===== src/cfsp_pkg.sv =====
// Package: offsets, field positions, reset values for the control port slice
package cfsp_pkg;
   // Byte addresses on the 8-bit host port
   localparam logic [7:0] CFSP_FIRST_MORE_BASE = 8'h50;
   localparam logic [7:0] CFSP_TX_LAST_BASE = 8'h54;
   localparam logic [7:0] CFSP_RSVD_GAP_BASE = 8'h58;
   localparam logic [7:0] CFSP_RX_QUAD_BASE = 8'h5C;
   localparam logic [7:0] CFSP_AGENT_CTRL_BASE = 8'h60;
   // Agent control field positions, bit 00 being the quadlet MSB
   localparam int CFSP_MGMT_RST_POS = 1;
   localparam int CFSP_CMD_RST_POS = 3;
   localparam int CFSP_XFER_RST_POS = 5;
   localparam int CFSP_STAT_SEND_POS = 8;
   localparam int CFSP_ABORT_POS = 9;
   localparam int CFSP_UNSOL_POS = 10;
   // Reset values
   localparam logic [31:0] CFSP_QUAD_RESET = 32'h00000000;
   localparam logic [7:0] CFSP_BYTE_RESET = 8'h00;
   // Buffer depth
   localparam int CFSP_BUF_DEPTH = 2;
endpackage


===== src/cfsp_ctrl_port.sv =====
// Host-side control FIFO and SBP-2 agent control register slice
// What this block does
// - last update byte commits packet for sending
// - lowest byte address holds most significant byte
// - quadlets staged through byte stacking buffer
// - receive register read pops one FIFO quadlet
// - registers clear to zero at reset
// - management reset bit pulses, self-clears
// - command agent reset pulses, self-clears
// - transfer reset clears engine and block size
// - status-send bit releases loaded status
// - abort bit abandons current command
// - read-only unsolicited status allowed flag
// - gap register reserved, reads zero
`timescale 1ns/1ps
module cfsp_ctrl_port
   import cfsp_pkg::*;
(
   // Clock and reset
   input wire logic core_clk_in,
   input wire logic rst_n_in,
   // 8-bit host register port, same clock domain
   input wire logic [7:0] host_addr_in,
   input wire logic host_wr_in,
   input wire logic host_rd_in,
   input wire logic [7:0] host_wdata_in,
   output logic [7:0] host_rdata_out,
   output logic host_wr_ready_out,
   // Control transmit FIFO quadlet stream, bit 32 marks packet end
   output logic tx_valid_out,
   output logic [32:0] tx_data_out,
   input wire logic tx_ready_in,
   // Control receive FIFO pop port
   input wire logic rx_valid_in,
   input wire logic [31:0] rx_fifo_quadlet_field_in,
   output logic rx_pop_out,
   // SBP-2 engine controls, one-cycle pulses
   output logic mgmt_agent_reset_out,
   output logic cmd_agent_reset_out,
   output logic xfer_engine_reset_out,
   output logic xfer_block_size_clear_out,
   output logic cmd_set_status_send_out,
   output logic current_cmd_abort_out,
   // Status from the SBP-2 engines
   input wire logic unsolicited_allowed_flag_in
);
   // =====================================
   // Address decode
   logic [5:0] quad_idx;
   logic [1:0] lane;
   logic hit_first;
   logic hit_last;
   logic hit_rx;
   logic hit_agent;
   logic wr_go;
   logic tx_push;
   logic tx_in_ready;
   logic [31:0] tx_quad;
   logic [31:0] rx_quad;
   logic rx_load;
   logic [7:0] rdata_next;
   logic [7:0] rdata_reg;
   logic [7:0] stage_wdata;

   assign quad_idx = host_addr_in[7:2];
   assign lane = host_addr_in[1:0];
   assign hit_first = (quad_idx == CFSP_FIRST_MORE_BASE[7:2]);
   assign hit_last = (quad_idx == CFSP_TX_LAST_BASE[7:2]);
   assign hit_rx = (quad_idx == CFSP_RX_QUAD_BASE[7:2]);
   assign hit_agent = (quad_idx == CFSP_AGENT_CTRL_BASE[7:2]);

   // Writes to the transmit path are dropped while the buffer is full; the host must hold them until host_wr_ready_out
   assign host_wr_ready_out = tx_in_ready;
   assign wr_go = host_wr_in && tx_in_ready;

   // =====================================
   // Transmit staging: one stacking buffer shared by 50h and 54h
   logic tx_stage_wr;
   logic tx_is_last_reg;
   logic tx_push_reg;
   assign tx_stage_wr = wr_go && (hit_first || hit_last);
   assign stage_wdata = host_wdata_in;

   cfsp_stack_buf u_tx_stack (
      .core_clk_in(core_clk_in),
      .rst_n_in(rst_n_in),
      .lane_in(lane),
      .wr_in(tx_stage_wr),
      .wdata_in(stage_wdata),
      .load_in(1'b0),
      .quad_in(CFSP_QUAD_RESET),
      .quad_out(tx_quad)
   );

   // Push happens one cycle after the byte at lane 3 lands in the stack
   always_ff @(posedge core_clk_in) begin
      if (!rst_n_in) begin
         tx_push_reg <= 1'b0;
         tx_is_last_reg <= 1'b0;
      end else begin
         tx_push_reg <= tx_stage_wr && (lane == 2'h3);
         tx_is_last_reg <= hit_last;
      end
   end
   assign tx_push = tx_push_reg;

   // Ready is checked on the lane-3 write, a cycle before its push; another lane-3 write can push on the very next cycle
   cfsp_skid_buf u_tx_buf (
      .core_clk_in(core_clk_in),
      .rst_n_in(rst_n_in),
      .in_valid_in(tx_push),
      .in_data_in({tx_is_last_reg, tx_quad}),
      .in_ready_out(tx_in_ready),
      .out_valid_out(tx_valid_out),
      .out_data_out(tx_data_out),
      .out_ready_in(tx_ready_in)
   );

   // =====================================
   // Receive staging: first byte read loads a fresh quadlet
   assign rx_load = host_rd_in && hit_rx && (lane == 2'h0) && rx_valid_in;
   assign rx_pop_out = rx_load;

   cfsp_stack_buf u_rx_stack (
      .core_clk_in(core_clk_in),
      .rst_n_in(rst_n_in),
      .lane_in(lane),
      .wr_in(1'b0),
      .wdata_in(CFSP_BYTE_RESET),
      .load_in(rx_load),
      .quad_in(rx_fifo_quadlet_field_in),
      .quad_out(rx_quad)
   );

   // =====================================
   // Agent control strobes, self-clearing after one cycle
   logic [31:0] agent_wr_bits;
   always_comb begin
      agent_wr_bits = CFSP_QUAD_RESET;
      case (lane)
         2'h0: agent_wr_bits[31:24] = host_wdata_in;
         2'h1: agent_wr_bits[23:16] = host_wdata_in;
         2'h2: agent_wr_bits[15:8] = host_wdata_in;
         default: agent_wr_bits[7:0] = host_wdata_in;
      endcase
   end

   logic agent_wr;
   assign agent_wr = host_wr_in && hit_agent;

   always_ff @(posedge core_clk_in) begin
      if (!rst_n_in) begin
         mgmt_agent_reset_out <= 1'b0;
         cmd_agent_reset_out <= 1'b0;
         xfer_engine_reset_out <= 1'b0;
         xfer_block_size_clear_out <= 1'b0;
         cmd_set_status_send_out <= 1'b0;
         current_cmd_abort_out <= 1'b0;
      end else begin
         mgmt_agent_reset_out <= agent_wr && agent_wr_bits[31 - CFSP_MGMT_RST_POS];
         cmd_agent_reset_out <= agent_wr && agent_wr_bits[31 - CFSP_CMD_RST_POS];
         xfer_engine_reset_out <= agent_wr && agent_wr_bits[31 - CFSP_XFER_RST_POS];
         xfer_block_size_clear_out <= agent_wr && agent_wr_bits[31 - CFSP_XFER_RST_POS];
         cmd_set_status_send_out <= agent_wr && agent_wr_bits[31 - CFSP_STAT_SEND_POS];
         current_cmd_abort_out <= agent_wr && agent_wr_bits[31 - CFSP_ABORT_POS];
      end
   end

   // Flag read image: strobes already cleared, so only the flag shows
   logic [31:0] agent_rd;
   always_comb begin
      agent_rd = CFSP_QUAD_RESET;
      agent_rd[31 - CFSP_UNSOL_POS] = unsolicited_allowed_flag_in;
   end

   // =====================================
   // Read mux, registered one cycle after the strobe
   function automatic logic [7:0] cfsp_pick(input logic [31:0] q, input logic [1:0] l);
      logic [7:0] b;
      case (l)
         2'h0: b = q[31:24];
         2'h1: b = q[23:16];
         2'h2: b = q[15:8];
         default: b = q[7:0];
      endcase
      return b;
   endfunction

   // Receive lane 0 must see the quadlet being popped this cycle
   always_comb begin
      rdata_next = rdata_reg;
      if (host_rd_in) begin
         if (hit_first || hit_last) begin
            rdata_next = cfsp_pick(tx_quad, lane);
         end else if (hit_rx) begin
            rdata_next = rx_load ? cfsp_pick(rx_fifo_quadlet_field_in, lane)
                                 : cfsp_pick(rx_quad, lane);
         end else if (hit_agent) begin
            rdata_next = cfsp_pick(agent_rd, lane);
         end else begin
            rdata_next = CFSP_BYTE_RESET;
         end
      end
   end

   always_ff @(posedge core_clk_in) begin
      if (!rst_n_in) begin
         rdata_reg <= CFSP_BYTE_RESET;
      end else begin
         rdata_reg <= rdata_next;
      end
   end
   assign host_rdata_out = rdata_reg;
endmodule


===== src/cfsp_stack_buf.sv =====
// Byte stacking buffer: four bytes in or out of one quadlet
`timescale 1ns/1ps
module cfsp_stack_buf
   import cfsp_pkg::*;
(
   // Clock and reset
   input wire logic core_clk_in,
   input wire logic rst_n_in,
   // Byte side
   input wire logic [1:0] lane_in,
   input wire logic wr_in,
   input wire logic [7:0] wdata_in,
   // Quadlet load side
   input wire logic load_in,
   input wire logic [31:0] quad_in,
   // Assembled quadlet
   output logic [31:0] quad_out
);
   logic [31:0] quad_reg;

   // =====================================
   // Staging quadlet, lane 0 is bits 00:07 i.e. the MSB
   always_ff @(posedge core_clk_in) begin
      if (!rst_n_in) begin
         quad_reg <= CFSP_QUAD_RESET;
      end else if (load_in) begin
         quad_reg <= quad_in;
      end else if (wr_in) begin
         case (lane_in)
            2'h0: quad_reg[31:24] <= wdata_in;
            2'h1: quad_reg[23:16] <= wdata_in;
            2'h2: quad_reg[15:8] <= wdata_in;
            default: quad_reg[7:0] <= wdata_in;
         endcase
      end
   end
   assign quad_out = quad_reg;
endmodule


===== src/cfsp_skid_buf.sv =====
// Two-entry valid/ready buffer for transmit quadlets
`timescale 1ns/1ps
module cfsp_skid_buf
   import cfsp_pkg::*;
(
   // Clock and reset
   input wire logic core_clk_in,
   input wire logic rst_n_in,
   // Fill side
   input wire logic in_valid_in,
   input wire logic [32:0] in_data_in,
   output logic in_ready_out,
   // Drain side
   output logic out_valid_out,
   output logic [32:0] out_data_out,
   input wire logic out_ready_in
);
   logic [32:0] mem_reg [CFSP_BUF_DEPTH];
   logic wptr_reg;
   logic rptr_reg;
   logic [1:0] cnt_reg;
   logic push;
   logic pop;

   // Honest full/empty from the fill count
   assign in_ready_out = (cnt_reg != 2'h2);
   assign out_valid_out = (cnt_reg != 2'h0);
   assign push = in_valid_in && in_ready_out;
   assign pop = out_valid_out && out_ready_in;
   assign out_data_out = mem_reg[rptr_reg];

   // Storage write
   always_ff @(posedge core_clk_in) begin
      if (push) begin
         mem_reg[wptr_reg] <= in_data_in;
      end
   end

   // Pointers and count
   always_ff @(posedge core_clk_in) begin
      if (!rst_n_in) begin
         wptr_reg <= 1'b0;
         rptr_reg <= 1'b0;
         cnt_reg <= 2'h0;
      end else begin
         if (push) wptr_reg <= ~wptr_reg;
         if (pop) rptr_reg <= ~rptr_reg;
         cnt_reg <= cnt_reg + {1'b0, push} - {1'b0, pop};
      end
   end
endmodule


===== config.mk =====
export PLATFORM = sky130hd
export DESIGN_NAME = cfsp_ctrl_port
export DESIGN_NICKNAME = d
export VERILOG_FILES = /design/src/cfsp_pkg.sv /design/src/cfsp_ctrl_port.sv /design/src/cfsp_stack_buf.sv /design/src/cfsp_skid_buf.sv
export SDC_FILE = /design/constraint.sdc
export NUM_CORES = 1
export LEC_CHECK = 0
export ABC_AREA = 1
export BUFFER_PORTS_ARGS = -buffer_cell sky130_fd_sc_hd__buf_2
export CORE_MARGIN = 2
export CORE_UTILIZATION = 30
export DETAILED_ROUTE_END_ITERATION = 6
export HOLD_SLACK_MARGIN = 0.02
export SLEW_MARGIN = 40
export SYNTH_ARGS = -nofsm -noshare
export SYNTH_HDL_FRONTEND = slang
export SYNTH_SLANG_ARGS = --single-unit

===== constraint.sdc =====
create_clock -name core_clk_in -period 3.77 [get_ports core_clk_in]
set_clock_uncertainty 0.1 [all_clocks]
set_input_delay 0.1885 -clock core_clk_in [delete_from_list [all_inputs] [get_ports core_clk_in]]
set_output_delay 0.1885 -clock core_clk_in [all_outputs]
set_load 0.05 [all_outputs]

==> impl_metrics.csv, run 1 <==
group,metric,value,unit
outcome,outcome,"completed",
yosys,yosys.area_share.simple,15.37,%
yosys,ys_dominant_reg_cell,"sky130_fd_sc_hd__dfxtp_1",
routing,total_routed_wirelength,15830,um
critical_path,cp-start-kind,"input port",
sta,finalCriticalPeriod,2772,ps
grt,grt_usage,14.78,%
clock_network,post_cts_resize_count,0,
sta,rsz0062_at_grt,"false",
routing,detail_route.vias_per_cell,4.621,
critical_path,criticalPathCategory,"in -> out",
finish,largest_register_ffs,66,
sta,timing_worst_slew_pin_value,597.6,ps
critical_path,worst_r2r_path_depth,9,
die,initial_core_util,30.66,%
grt,grt_start_max_net_pins,53,
clock_network,clock_insertion_delay_at_the_later_pin_of_the_skew_report,420,ps
die,die_w,147.8,um
sta,maxClockFrequency,0.3608,GHz
clock_network,clk_root_buffer_cell,"sky130_fd_sc_hd__clkbuf_16",
yosys,ys_seq_elements,150,
clock_network,cts-buffers-inserted,17,
pwr,irDropWorstVdd,0.2913,mV
finish,final_util,39.39,%
routing,drt_pass1_iterations,5,
sta,finalSetupTns,0,ps
sta,final-setup-viol-count,0,
placement,place_hpwl,10720,um
yosys,synth_area_leaders,"sky130_fd_sc_hd__edfxtp_1 (32%), sky130_fd_sc_hd__dfxtp_1 (27%), sky130_fd_sc_hd__nor2_1 (6.4%), sky130_fd_sc_hd__o21ai_0 (6.2%), sky130_fd_sc_hd__mux2_2 (6.0%)",
yosys,synth_area,6203,sq um
clock_network,count_of_hold_fix_buffers_inserted_at_cts,43,
grt,grt_overflow_total,0,
worst_hold_path,worst_hold_check_path_type,"in -> reg",
placement,io_buffer_count,104,
yosys,postSynth.asyncResetShare,0,%
routing,vias,4944,
routing,drt_iter0_markers,309,
sta,finalHoldViolations,0,
yosys,synth_xor_area_share,0.1412,%
clock_network,tritoncts,"yes",
pwr,report.power.total,0.003908,W
sta,drv_slew,0,
yosys,synth.lib_cells_used.distinct,31,
yosys,post_synth_fa_ha_maj_area_fraction,0.4034,%
yosys,synth_compound_gate_area_share,12.26,%
yosys,synth_top_cells_by_count,"sky130_fd_sc_hd__nor2_1 (106), sky130_fd_sc_hd__nand2_1 (90), sky130_fd_sc_hd__dfxtp_1 (84)",
clock_network,clock_sinks,150,
yosys,sequential_share_of_the_synthesized_area,59.06,%
yosys,synthesis.area_per_instance,9.558,sq um
clock_network,cts.htree.levels,4,
critical_path,arrival,2480,ps
pwr,pwr_density_cell,490.3,nW/um^2
finish,number_of_antenna_diodes,0,
clock_network,post-cts-setup-buffer-count,0,
die,design.die.area,21840,sq um
sta,max-slew-margin-rel,60.11,%
sta,final_min_period_over_clock_period,73.53,%
yosys,synth_edf_count,66,
finish,drive_gt1_share,24.75,%
finish,area_delta_synth_final,28.48,%
critical_path,cp.required,3480,ps
yosys,synth_most_common_cell,"sky130_fd_sc_hd__nor2_1",
die,placement_rows,52,
routing,routedWlPerCell,14.79,um
yosys,synth_top_family_by_area,"simple AND/OR/NAND/NOR gates",
die,core-area,20230,sq um
yosys,synth_mux_area_share,5.990,%
job,cap_viol_max_count,0,
finish,num-nets-final,844,
die,die-height,147.8,um
routing,post-route-drc-count,0,
critical_path,cp-end-kind,"output pin",
clock_network,clkTransAtPathRegs,70,ps
worst_hold_path,holdPathStages,4,
yosys,synth_area_leader_cell,"sky130_fd_sc_hd__edfxtp_1",
placement,dpl.cell_count,995,
die,design.portCount,105,
grt,grt_antenna_before_repair,0,
pwr,total_leakage_power,3.099,nW
finish,post_route_non_filler_standard_cell_count,1070,
yosys,synthCells,649,
finish,num-fill-cells,1999,
routing,detail-route-antenna-nets,0,
placement,place_congestion,0.8500,
grt,grt_first_pass_wirelength,24700,um
critical_path,timing.critical_path.fanout_max,40,
grt,first_global_vias,4610,
clock_network,cts_buffer_depth,2,
yosys,synth_top_cell_area_share,31.95,%
yosys,syn-num-nets,706,
yosys,synth-warning-count,0,
-- placed cells by master (no fill, tap or decap), types with 3 or more instances in the layout --
cell	n
sky130_fd_sc_hd__buf_2	103
sky130_fd_sc_hd__nand3_1	14
sky130_fd_sc_hd__inv_2	4
sky130_fd_sc_hd__bufinv_16	3
sky130_fd_sc_hd__o21ai_0	77
sky130_fd_sc_hd__inv_1	50
sky130_fd_sc_hd__buf_4	8
sky130_fd_sc_hd__inv_6	4
sky130_fd_sc_hd__dlygate4sd3_1	43
sky130_fd_sc_hd__nor3_1	3
sky130_fd_sc_hd__nand2_1	90
sky130_fd_sc_hd__nand4_1	5
sky130_fd_sc_hd__edfxtp_1	66
sky130_fd_sc_hd__inv_8	4
sky130_fd_sc_hd__o21ai_2	6
sky130_fd_sc_hd__nor2_2	3
sky130_fd_sc_hd__clkbuf_16	17
sky130_fd_sc_hd__dfxtp_1	84
sky130_fd_sc_hd__o21ai_1	6
sky130_fd_sc_hd__mux2_2	33
sky130_fd_sc_hd__a21oi_1	55
sky130_fd_sc_hd__nor2_1	104
-- path summary, 6_finish.rpt --
| check | start | endpoint | slack, ps |
|---|---|---|---|
| hold reg to reg | tx_is_last_reg$_SDFF_PN0_ | u_tx_buf.mem_reg[0][32]$_DFFE_PP_ | 330 |
| hold / removal | host_addr_in[4] | current_cmd_abort_out$_SDFF_PN0_ | 40 |
| setup / recovery | host_addr_in[2] | rx_pop_out | 1000 |
| setup reg to reg | u_tx_buf.cnt_reg[1]$_SDFF_PN0_ | u_tx_buf.cnt_reg[1]$_SDFF_PN0_ | 1910 |
-- critical path: stages --
cell                            delay (ps)
sky130_fd_sc_hd__dlygate4sd3_1         530
sky130_fd_sc_hd__buf_2                 110
sky130_fd_sc_hd__nand2_1                50
sky130_fd_sc_hd__nor2_1                300
sky130_fd_sc_hd__nand3_4               440
sky130_fd_sc_hd__inv_2                 500
sky130_fd_sc_hd__buf_2                 350
-- stage by stage --
| step | setup slack [ps] | cell area [sq um] | hold slack [ps] |
|---|---|---|---|
| floorplan | 914.6 | 6203 | 207.7 |
| global placement | 1297 | 6902 | 309.2 |
| detailed placement | 1243 | 6902 | 312.7 |
| CTS | 1002 | 7968 | 25.24 |
| global route | 865.9 | 7970 | 34.38 |
| finish | 998.1 | 7970 | 35.17 |
-- cell families after synthesis --
kind of cell,after synthesis
flip-flops,150
AO/OA/AOI/OAI,146
multiplexers,33
buffers and inverters,89
XOR/XNOR,1
adder cells (fa/ha/maj),2
AND/OR/NAND/NOR,228
-- layout make-up --
| cell class | count | area, sq um | share of cell area [%] |
|---|---|---|---|
| tap | 270 | 337.8 | 4.239 |
| sequential | 150 | 3664 | 45.97 |
| timing repair buffer | 154 | 1006 | 12.62 |
| multi-input combinational | 410 | 2125 | 26.66 |
| clock buffer | 17 | 425.4 | 5.338 |
| inverter | 54 | 202.7 | 2.543 |
| clock inverter | 15 | 210.2 | 2.637 |
-- power by group --
part	switching (W)	leakage [nW]	internal, W	total, W
clock	0.000734	0.306	0.00107	0.00181
combinational	0.000262	1.50	0.000133	0.000395
sequential	0.00000914	1.29	0.00170	0.00170
total	0.00101	3.10	0.00290	0.00391
-- per-layer routing --
| layer | GRT usage (%) | vias to the layer above | routed length [um] |
|---|---|---|---|
| li1 | - | 2447 | - |
| met1 | 20.55 | 2298 | 7367 |
| met2 | 22.72 | 183 | 7119 |
| met3 | 3.796 | 16 | 1107 |
| met4 | 4.375 | 0 | 235 |
| met5 | 0 | - | 0 |
Note: power is estimated with default switching activity, not from simulation.
==> run 2, diff against run 1 <==
==> constraint.sdc (replaced) <==
create_clock -name core_clk_in -period 2.4 [get_ports core_clk_in]
set_clock_uncertainty 0.1 [all_clocks]
set_input_delay 0.12 -clock core_clk_in [delete_from_list [all_inputs] [get_ports core_clk_in]]
set_output_delay 0.12 -clock core_clk_in [all_outputs]
set_load 0.05 [all_outputs]
==> run 2 against run 1 <==
Compared with the run above: utilization is 0.70 points higher; sequential cell count unchanged; critical path depth rose by 1; via count fell by 0.61%; largest cell class unchanged.
==> impl_metrics.csv, run 2 (synthesized netlist as in run 1, its figures left out) <==
group,metric,value,unit
outcome,outcome,"completed",
die,initial_core_util,30.66,%
routing,post-route-drc-count,0,
routing,total_routed_wirelength,15870,um
clock_network,count_of_hold_fix_buffers_inserted_at_cts,52,
finish,final_cell_area,8113,sq um
placement,io_buffer_count,104,
clock_network,clk_root_buffer_cell,"sky130_fd_sc_hd__clkbuf_16",
finish,drive_gt1_share,24.75,%
routing,drt_pass1_iterations,5,
critical_path,regToRegStartpoint,"u_tx_buf.cnt_reg[1]$_SDFF_PN0_",
finish,num-nets-final,860,
sta,final_min_period_over_clock_period,84.84,%
routing,routedWlPerCell,14.61,um
grt,grt_usage,15.06,%
clock_network,cts_buffer_depth,2,
critical_path,worstReg2RegEnd,"u_tx_buf.cnt_reg[1]$_SDFF_PN0_",
clock_network,post-cts-setup-buffer-count,0,
finish,number_of_antenna_diodes,0,
critical_path,cp-start-kind,"input port",
pwr,irDropWorstVdd,0.5319,mV
placement,place_hpwl,10890,um
clock_network,clock_sinks,150,
critical_path,worst_r2r_path_depth,9,
placement,place_congestion,0.8041,
critical_path,crit_path_end,"mgmt_agent_reset_out$_SDFF_PN0_",
sta,finalSetupTns,0,ps
job,cap_viol_max_count,0,
pwr,total_leakage_power,3.160,nW
grt,grt_overflow_total,0,
clock_network,post_cts_resize_count,0,
finish,layout.cells.most_common_list,"sky130_fd_sc_hd__nor2_1 (104), sky130_fd_sc_hd__buf_2 (104), sky130_fd_sc_hd__nand2_1 (90), sky130_fd_sc_hd__dfxtp_1 (84), sky130_fd_sc_hd__o21ai_0 (77)",
die,placement_rows,52,
placement,placedInstanceArea,6967,sq um
critical_path,cp-end-kind,"flip-flop",
routing,detail-route-antenna-nets,0,
critical_path,cp.required,2620,ps
clock_network,clock_insertion_delay_at_the_later_pin_of_the_skew_report,420,ps
sta,maxClockFrequency,0.4911,GHz
sta,max-slew-margin-rel,59.82,%
sta,drv_slew,0,
die,die-height,147.8,um
sta,finalHoldViolations,0,
die,design.die.area,21840,sq um
pwr,share_seq_of_total_power,43.5,%
critical_path,arrival,2260,ps
grt,grt_first_pass_wirelength,25140,um
pwr,report.power.total,0.006148,W
pwr,total_switching_power,0.001508,W
pwr,clock_power_share,46.0,%
sta,finalCriticalPeriod,2036,ps
clock_network,cts.htree.levels,4,
routing,vias,4914,
routing,drt_iter0_markers,267,
worst_hold_path,holdCritStartpoint,"host_addr_in[4]",
finish,post_route_non_filler_standard_cell_count,1086,
die,die_w,147.8,um
finish,area_delta_synth_final,30.78,%
critical_path,reg2reg_setup_slack,550,ps
sta,rsz0062_at_grt,"false",
routing,detail_route.vias_per_cell,4.525,
finish,largest_register_ffs,66,
grt,grt_start_max_net_pins,41,
sta,timing_worst_slew_pin_value,602.7,ps
critical_path,timing.critical_path.fanout_max,3,
pwr,power_frac_comb,10.4,%
clock_network,cts-buffers-inserted,17,
die,design.portCount,105,
worst_hold_path,worst_hold_check_path_type,"in -> reg",
pwr,p_int,0.004639,W
critical_path,criticalPathCategory,"in -> reg",
clock_network,clkTransAtPathRegs,60,ps
critical_path,critical_path.startpoint,"host_addr_in[3]",
die,core-area,20230,sq um
clock_network,tritoncts,"yes",
placement,dpl.cell_count,1002,
grt,first_global_vias,4772,
pwr,pwr_density_cell,757.8,nW/um^2
sta,final-setup-viol-count,0,
pwr,swShare,24.54,%
grt,grt_antenna_before_repair,1,
## run 2: cell count changes in the layout (fill, tap and decap cells not counted), moves of 2 or more
cell                            delta
sky130_fd_sc_hd__clkinv_1          +2
sky130_fd_sc_hd__inv_8             -3
sky130_fd_sc_hd__dlygate4sd3_1     +9
sky130_fd_sc_hd__buf_4             +5
## run 2: worst max-delay path: stages
cell,delay (ps)
sky130_fd_sc_hd__dlygate4sd3_1,530
sky130_fd_sc_hd__buf_2,150
sky130_fd_sc_hd__inv_1,70
sky130_fd_sc_hd__nand2_1,50
sky130_fd_sc_hd__nor3_1,340
sky130_fd_sc_hd__nand4_1,210
sky130_fd_sc_hd__dlygate4sd3_1,610
sky130_fd_sc_hd__nor3_1,180
## run 2: per-stage QoR
step	util (%)	hold slack (ps)	worst slack (ps)
final	40.09	71.99	363.8
after detailed placement	34.43	271.1	571.7
after CTS	40.09	70.78	361.8
after floorplan	-	139.2	63.41
after global routing	40.09	133.0	223.5
after global placement	34.43	259.7	613.3
## run 2: how the worst min path moves through the flow
stage,to,depth (start not counted),slack [ps]
after global placement,u_rx_stack.quad_out[23]$_SDFFE_PN0N_,3,260
final,host_rdata_out[5]$_SDFFE_PN0P_,6,70
after detailed placement,u_rx_stack.quad_out[23]$_SDFFE_PN0N_,3,270
after global routing,u_rx_stack.quad_out[26]$_SDFFE_PN0N_,3,130
after CTS,host_rdata_out[5]$_SDFFE_PN0P_,6,70
after floorplan,cmd_agent_reset_out$_SDFF_PN0_,2,140
## run 2: power by group through the flow
stage                     clock network [W]  registers (W)  logic, W
final                               0.00283        0.00268  0.000641
after global routing                0.00299        0.00268  0.000692
after CTS                           0.00287        0.00268  0.000644
after detailed placement                  0        0.00273  0.000583
after global placement                    0        0.00273  0.000583
after floorplan                           0        0.00275  0.000393
## run 2: layout make-up
cell class              instances  area (sq um)
multi-input cells             410          2125
clock inverters                14         196.4
repair buffers                170          1159
flip-flops and latches        150          3664
well taps                     270         337.8
clock buffers                  18         429.2
fillers                      1985         12120
inverters                      54         202.7
## run 2: metal layers
metal	wire [um]	vias to the layer above	track usage, %
met4	321	2	5.192
li1	-	2474	-
met5	11	-	0
met2	7343	140	24.23
met3	886	25	4.506
met1	7305	2273	19.32
==> run 3, diff against run 2 <==
--- a/config.mk
+++ b/config.mk
@@ -5,7 +5,7 @@
 export SDC_FILE = /design/constraint.sdc
 export NUM_CORES = 1
 export LEC_CHECK = 0
-export ABC_AREA = 1
+export ABC_AREA = 0
 export BUFFER_PORTS_ARGS = -buffer_cell sky130_fd_sc_hd__buf_2
 export CORE_MARGIN = 2
 export CORE_UTILIZATION = 30
==> constraint.sdc (replaced) <==
create_clock -name core_clk_in -period 2.1 [get_ports core_clk_in]
set_clock_uncertainty 0.1 [all_clocks]
set_input_delay 0.105 -clock core_clk_in [delete_from_list [all_inputs] [get_ports core_clk_in]]
set_output_delay 0.105 -clock core_clk_in [all_outputs]
set_load 0.05 [all_outputs]
==> run 3 against run 2 <==
Compared with the run above: clock-buffer cell count increased by 5; synthesized cell count is 22% lower; via count fell by 11%; non-clock buffer count is 4 lower; largest cell class unchanged; cell count shrank 13%; critical endpoint is now tx_data_out[6]; combinational power fell by 12%; total power increased by 5.6%.
==> impl_metrics.csv, run 3 <==
group,metric,value,unit
outcome,outcome,"completed",
clock_network,clock_insertion_delay_at_the_later_pin_of_the_skew_report,420,ps
sta,final-setup-viol-count,0,
routing,drt_pass1_iterations,4,
yosys,sequential_share_of_the_synthesized_area,58.74,%
die,die_w,148.2,um
yosys,ys_dominant_reg_cell,"sky130_fd_sc_hd__dfxtp_1",
sta,maxClockFrequency,0.5117,GHz
clock_network,clock_sinks,150,
yosys,synth-warning-count,0,
critical_path,cp-end-kind,"output pin",
placement,place_hpwl,10330,um
clock_network,cts.htree.levels,4,
yosys,synth_area_leader_cell,"sky130_fd_sc_hd__edfxtp_1",
yosys,synth_most_common_cell,"sky130_fd_sc_hd__nand2_1",
pwr,irDropWorstVdd,0.5175,mV
yosys,ys_seq_elements,150,
finish,final_common_cell,"sky130_fd_sc_hd__buf_2",
routing,routedWlPerCell,16.02,um
sta,final_min_period_over_clock_period,93.05,%
finish,num-nets-final,714,
pwr,pwr_density_cell,801.9,nW/um^2
routing,vias,4380,
yosys,synth_edf_count,66,
placement,io_buffer_count,104,
critical_path,cp.required,1890,ps
routing,post-route-drc-count,0,
pwr,total_leakage_power,3.356,nW
yosys,syn-num-nets,563,
placement,place_congestion,0.8375,
grt,grt_overflow_total,0,
die,core-area,20300,sq um
critical_path,criticalPathCategory,"reg -> out",
die,placement_rows,52,
die,initial_core_util,30.73,%
finish,largest_register_ffs,66,
yosys,synth_top_cell_area_share,31.78,%
finish,area_delta_synth_final,29.81,%
clock_network,count_of_hold_fix_buffers_inserted_at_cts,48,
yosys,synth.lib_cells_used.distinct,46,
clock_network,cts_buffer_depth,2,
routing,total_routed_wirelength,15060,um
sta,finalHoldViolations,0,
yosys,postSynth.asyncResetShare,0,%
sta,rsz0062_at_grt,"false",
clock_network,post_cts_resize_count,0,
placement,placedInstanceArea,7053,sq um
critical_path,cp-start-kind,"flip-flop",
critical_path,arrival,1750,ps
die,die-height,148.2,um
grt,grt_first_pass_wirelength,23420,um
routing,detail-route-antenna-nets,0,
grt,grt_antenna_before_repair,0,
sta,timing_worst_slew_pin_value,563.1,ps
clock_network,clkTransAtPathRegs,60,ps
finish,layout.cells.most_common_list,"sky130_fd_sc_hd__buf_2 (104), sky130_fd_sc_hd__nand2_1 (99), sky130_fd_sc_hd__dfxtp_1 (84), sky130_fd_sc_hd__edfxtp_1 (66), sky130_fd_sc_hd__dlygate4sd3_1 (48)",
critical_path,timing.critical_path.fanout_max,33,
finish,drive_gt1_share,30.60,%
yosys,synth_area_leaders,"sky130_fd_sc_hd__edfxtp_1 (32%), sky130_fd_sc_hd__dfxtp_1 (27%), sky130_fd_sc_hd__mux2_2 (6.0%), sky130_fd_sc_hd__nand2_1 (6.0%), sky130_fd_sc_hd__mux4_2 (5.8%)",
grt,first_global_vias,4413,
clock_network,post-cts-setup-buffer-count,0,
clock_network,tritoncts,"yes",
worst_hold_path,worst_hold_check_path_type,"in -> reg",
finish,final_cell_area,8097,sq um
die,design.portCount,105,
finish,number_of_antenna_diodes,0,
job,cap_viol_max_count,0,
sta,max-slew-margin-rel,62.32,%
yosys,synthesis.area_per_instance,12.33,sq um
sta,finalSetupTns,0,ps
routing,drt_iter0_markers,326,
routing,detail_route.vias_per_cell,4.660,
yosys,synth_top_cells_by_count,"sky130_fd_sc_hd__nand2_1 (99), sky130_fd_sc_hd__dfxtp_1 (84), sky130_fd_sc_hd__edfxtp_1 (66)",
yosys,synthCells,506,
yosys,synth_area,6237,sq um
grt,grt_usage,14.02,%
clock_network,clk_root_buffer_cell,"sky130_fd_sc_hd__clkbuf_16",
clock_network,cts-buffers-inserted,17,
grt,grt_start_max_net_pins,35,
sta,drv_slew,0,
sta,finalCriticalPeriod,1954,ps
die,design.die.area,21960,sq um
finish,num-fill-cells,1940,
==> run 3: final cells by class <==
class | count | area (sq um) | area share, %
Timing Repair Buffer | 166 | 1144 | 14.12
Tap cell | 270 | 337.8 | 4.172
Clock inverter | 9 | 62.56 | 0.7727
Inverter | 8 | 35.03 | 0.4327
Multi-Input combinational cell | 314 | 2354 | 29.07
Sequential cell | 150 | 3664 | 45.25
Clock buffer | 23 | 500.5 | 6.181
==> run 3: metrics by stage <==
step	total power, W	utilization (%)	setup slack (ps)	cells	hold slack [ps]
6_report	0.006492	39.89	145.9	940	57.93
5_1_grt	0.006725	39.89	55.61	940	89.11
3_3_place_gp	0.003616	34.74	226.2	860	244.9
3_5_place_dp	0.003626	34.74	156.9	860	251.3
2_1_floorplan	0.003471	-	71.07	506	117.2
4_1_cts	0.006552	39.89	95.19	940	49.63
==> run 3: worst paths after layout <==
path | from | cells past startpoint | to | slack [ps]
max | flip-flop | 3 | tx_data_out[6] | 150
min | tx_ready_in | 4 | flip-flop | 60
max reg2reg | u_tx_buf.cnt_reg[1]$_SDFF_PN0_ | 8 | u_tx_buf.cnt_reg[1]$_SDFF_PN0_ | 170
min reg2reg | tx_is_last_reg$_SDFF_PN0_ | 0 | u_tx_buf.mem_reg[1][32]$_DFFE_PP_ | 330
==> run 3: cell families after synthesis <==
logic type | synth area share (%)
AOI/OAI and AO/OA | 8.285
xor gates and xnor gates | 0.5616
adders and majority gates | 0.4011
buffers and inverters | 3.671
DFF | 58.74
muxes | 16.07
and+or+nand+nor | 12.28
==> run 3: power by group <==
part / switching (W) / internal [W]
Sequential: 0.0000148 / 0.00305
Combinational: 0.000321 / 0.000245
Clock: 0.00118 / 0.00169
==> run 3: worst max-delay path, cell delays in order (launching register included) <==
cell and delay, ps:
sky130_fd_sc_hd__dfxtp_1 310, sky130_fd_sc_hd__buf_4 390, sky130_fd_sc_hd__mux2_2 400, sky130_fd_sc_hd__buf_2 210
==> run 3: routing by layer <==
metal | wire length [um] | GRT usage, % | up-vias
met5 | 0 | 0 | -
met3 | 927 | 4.693 | 9
li1 | - | - | 2116
met2 | 7194 | 22.73 | 135
met4 | 102 | 4.048 | 0
met1 | 6831 | 17.90 | 2120
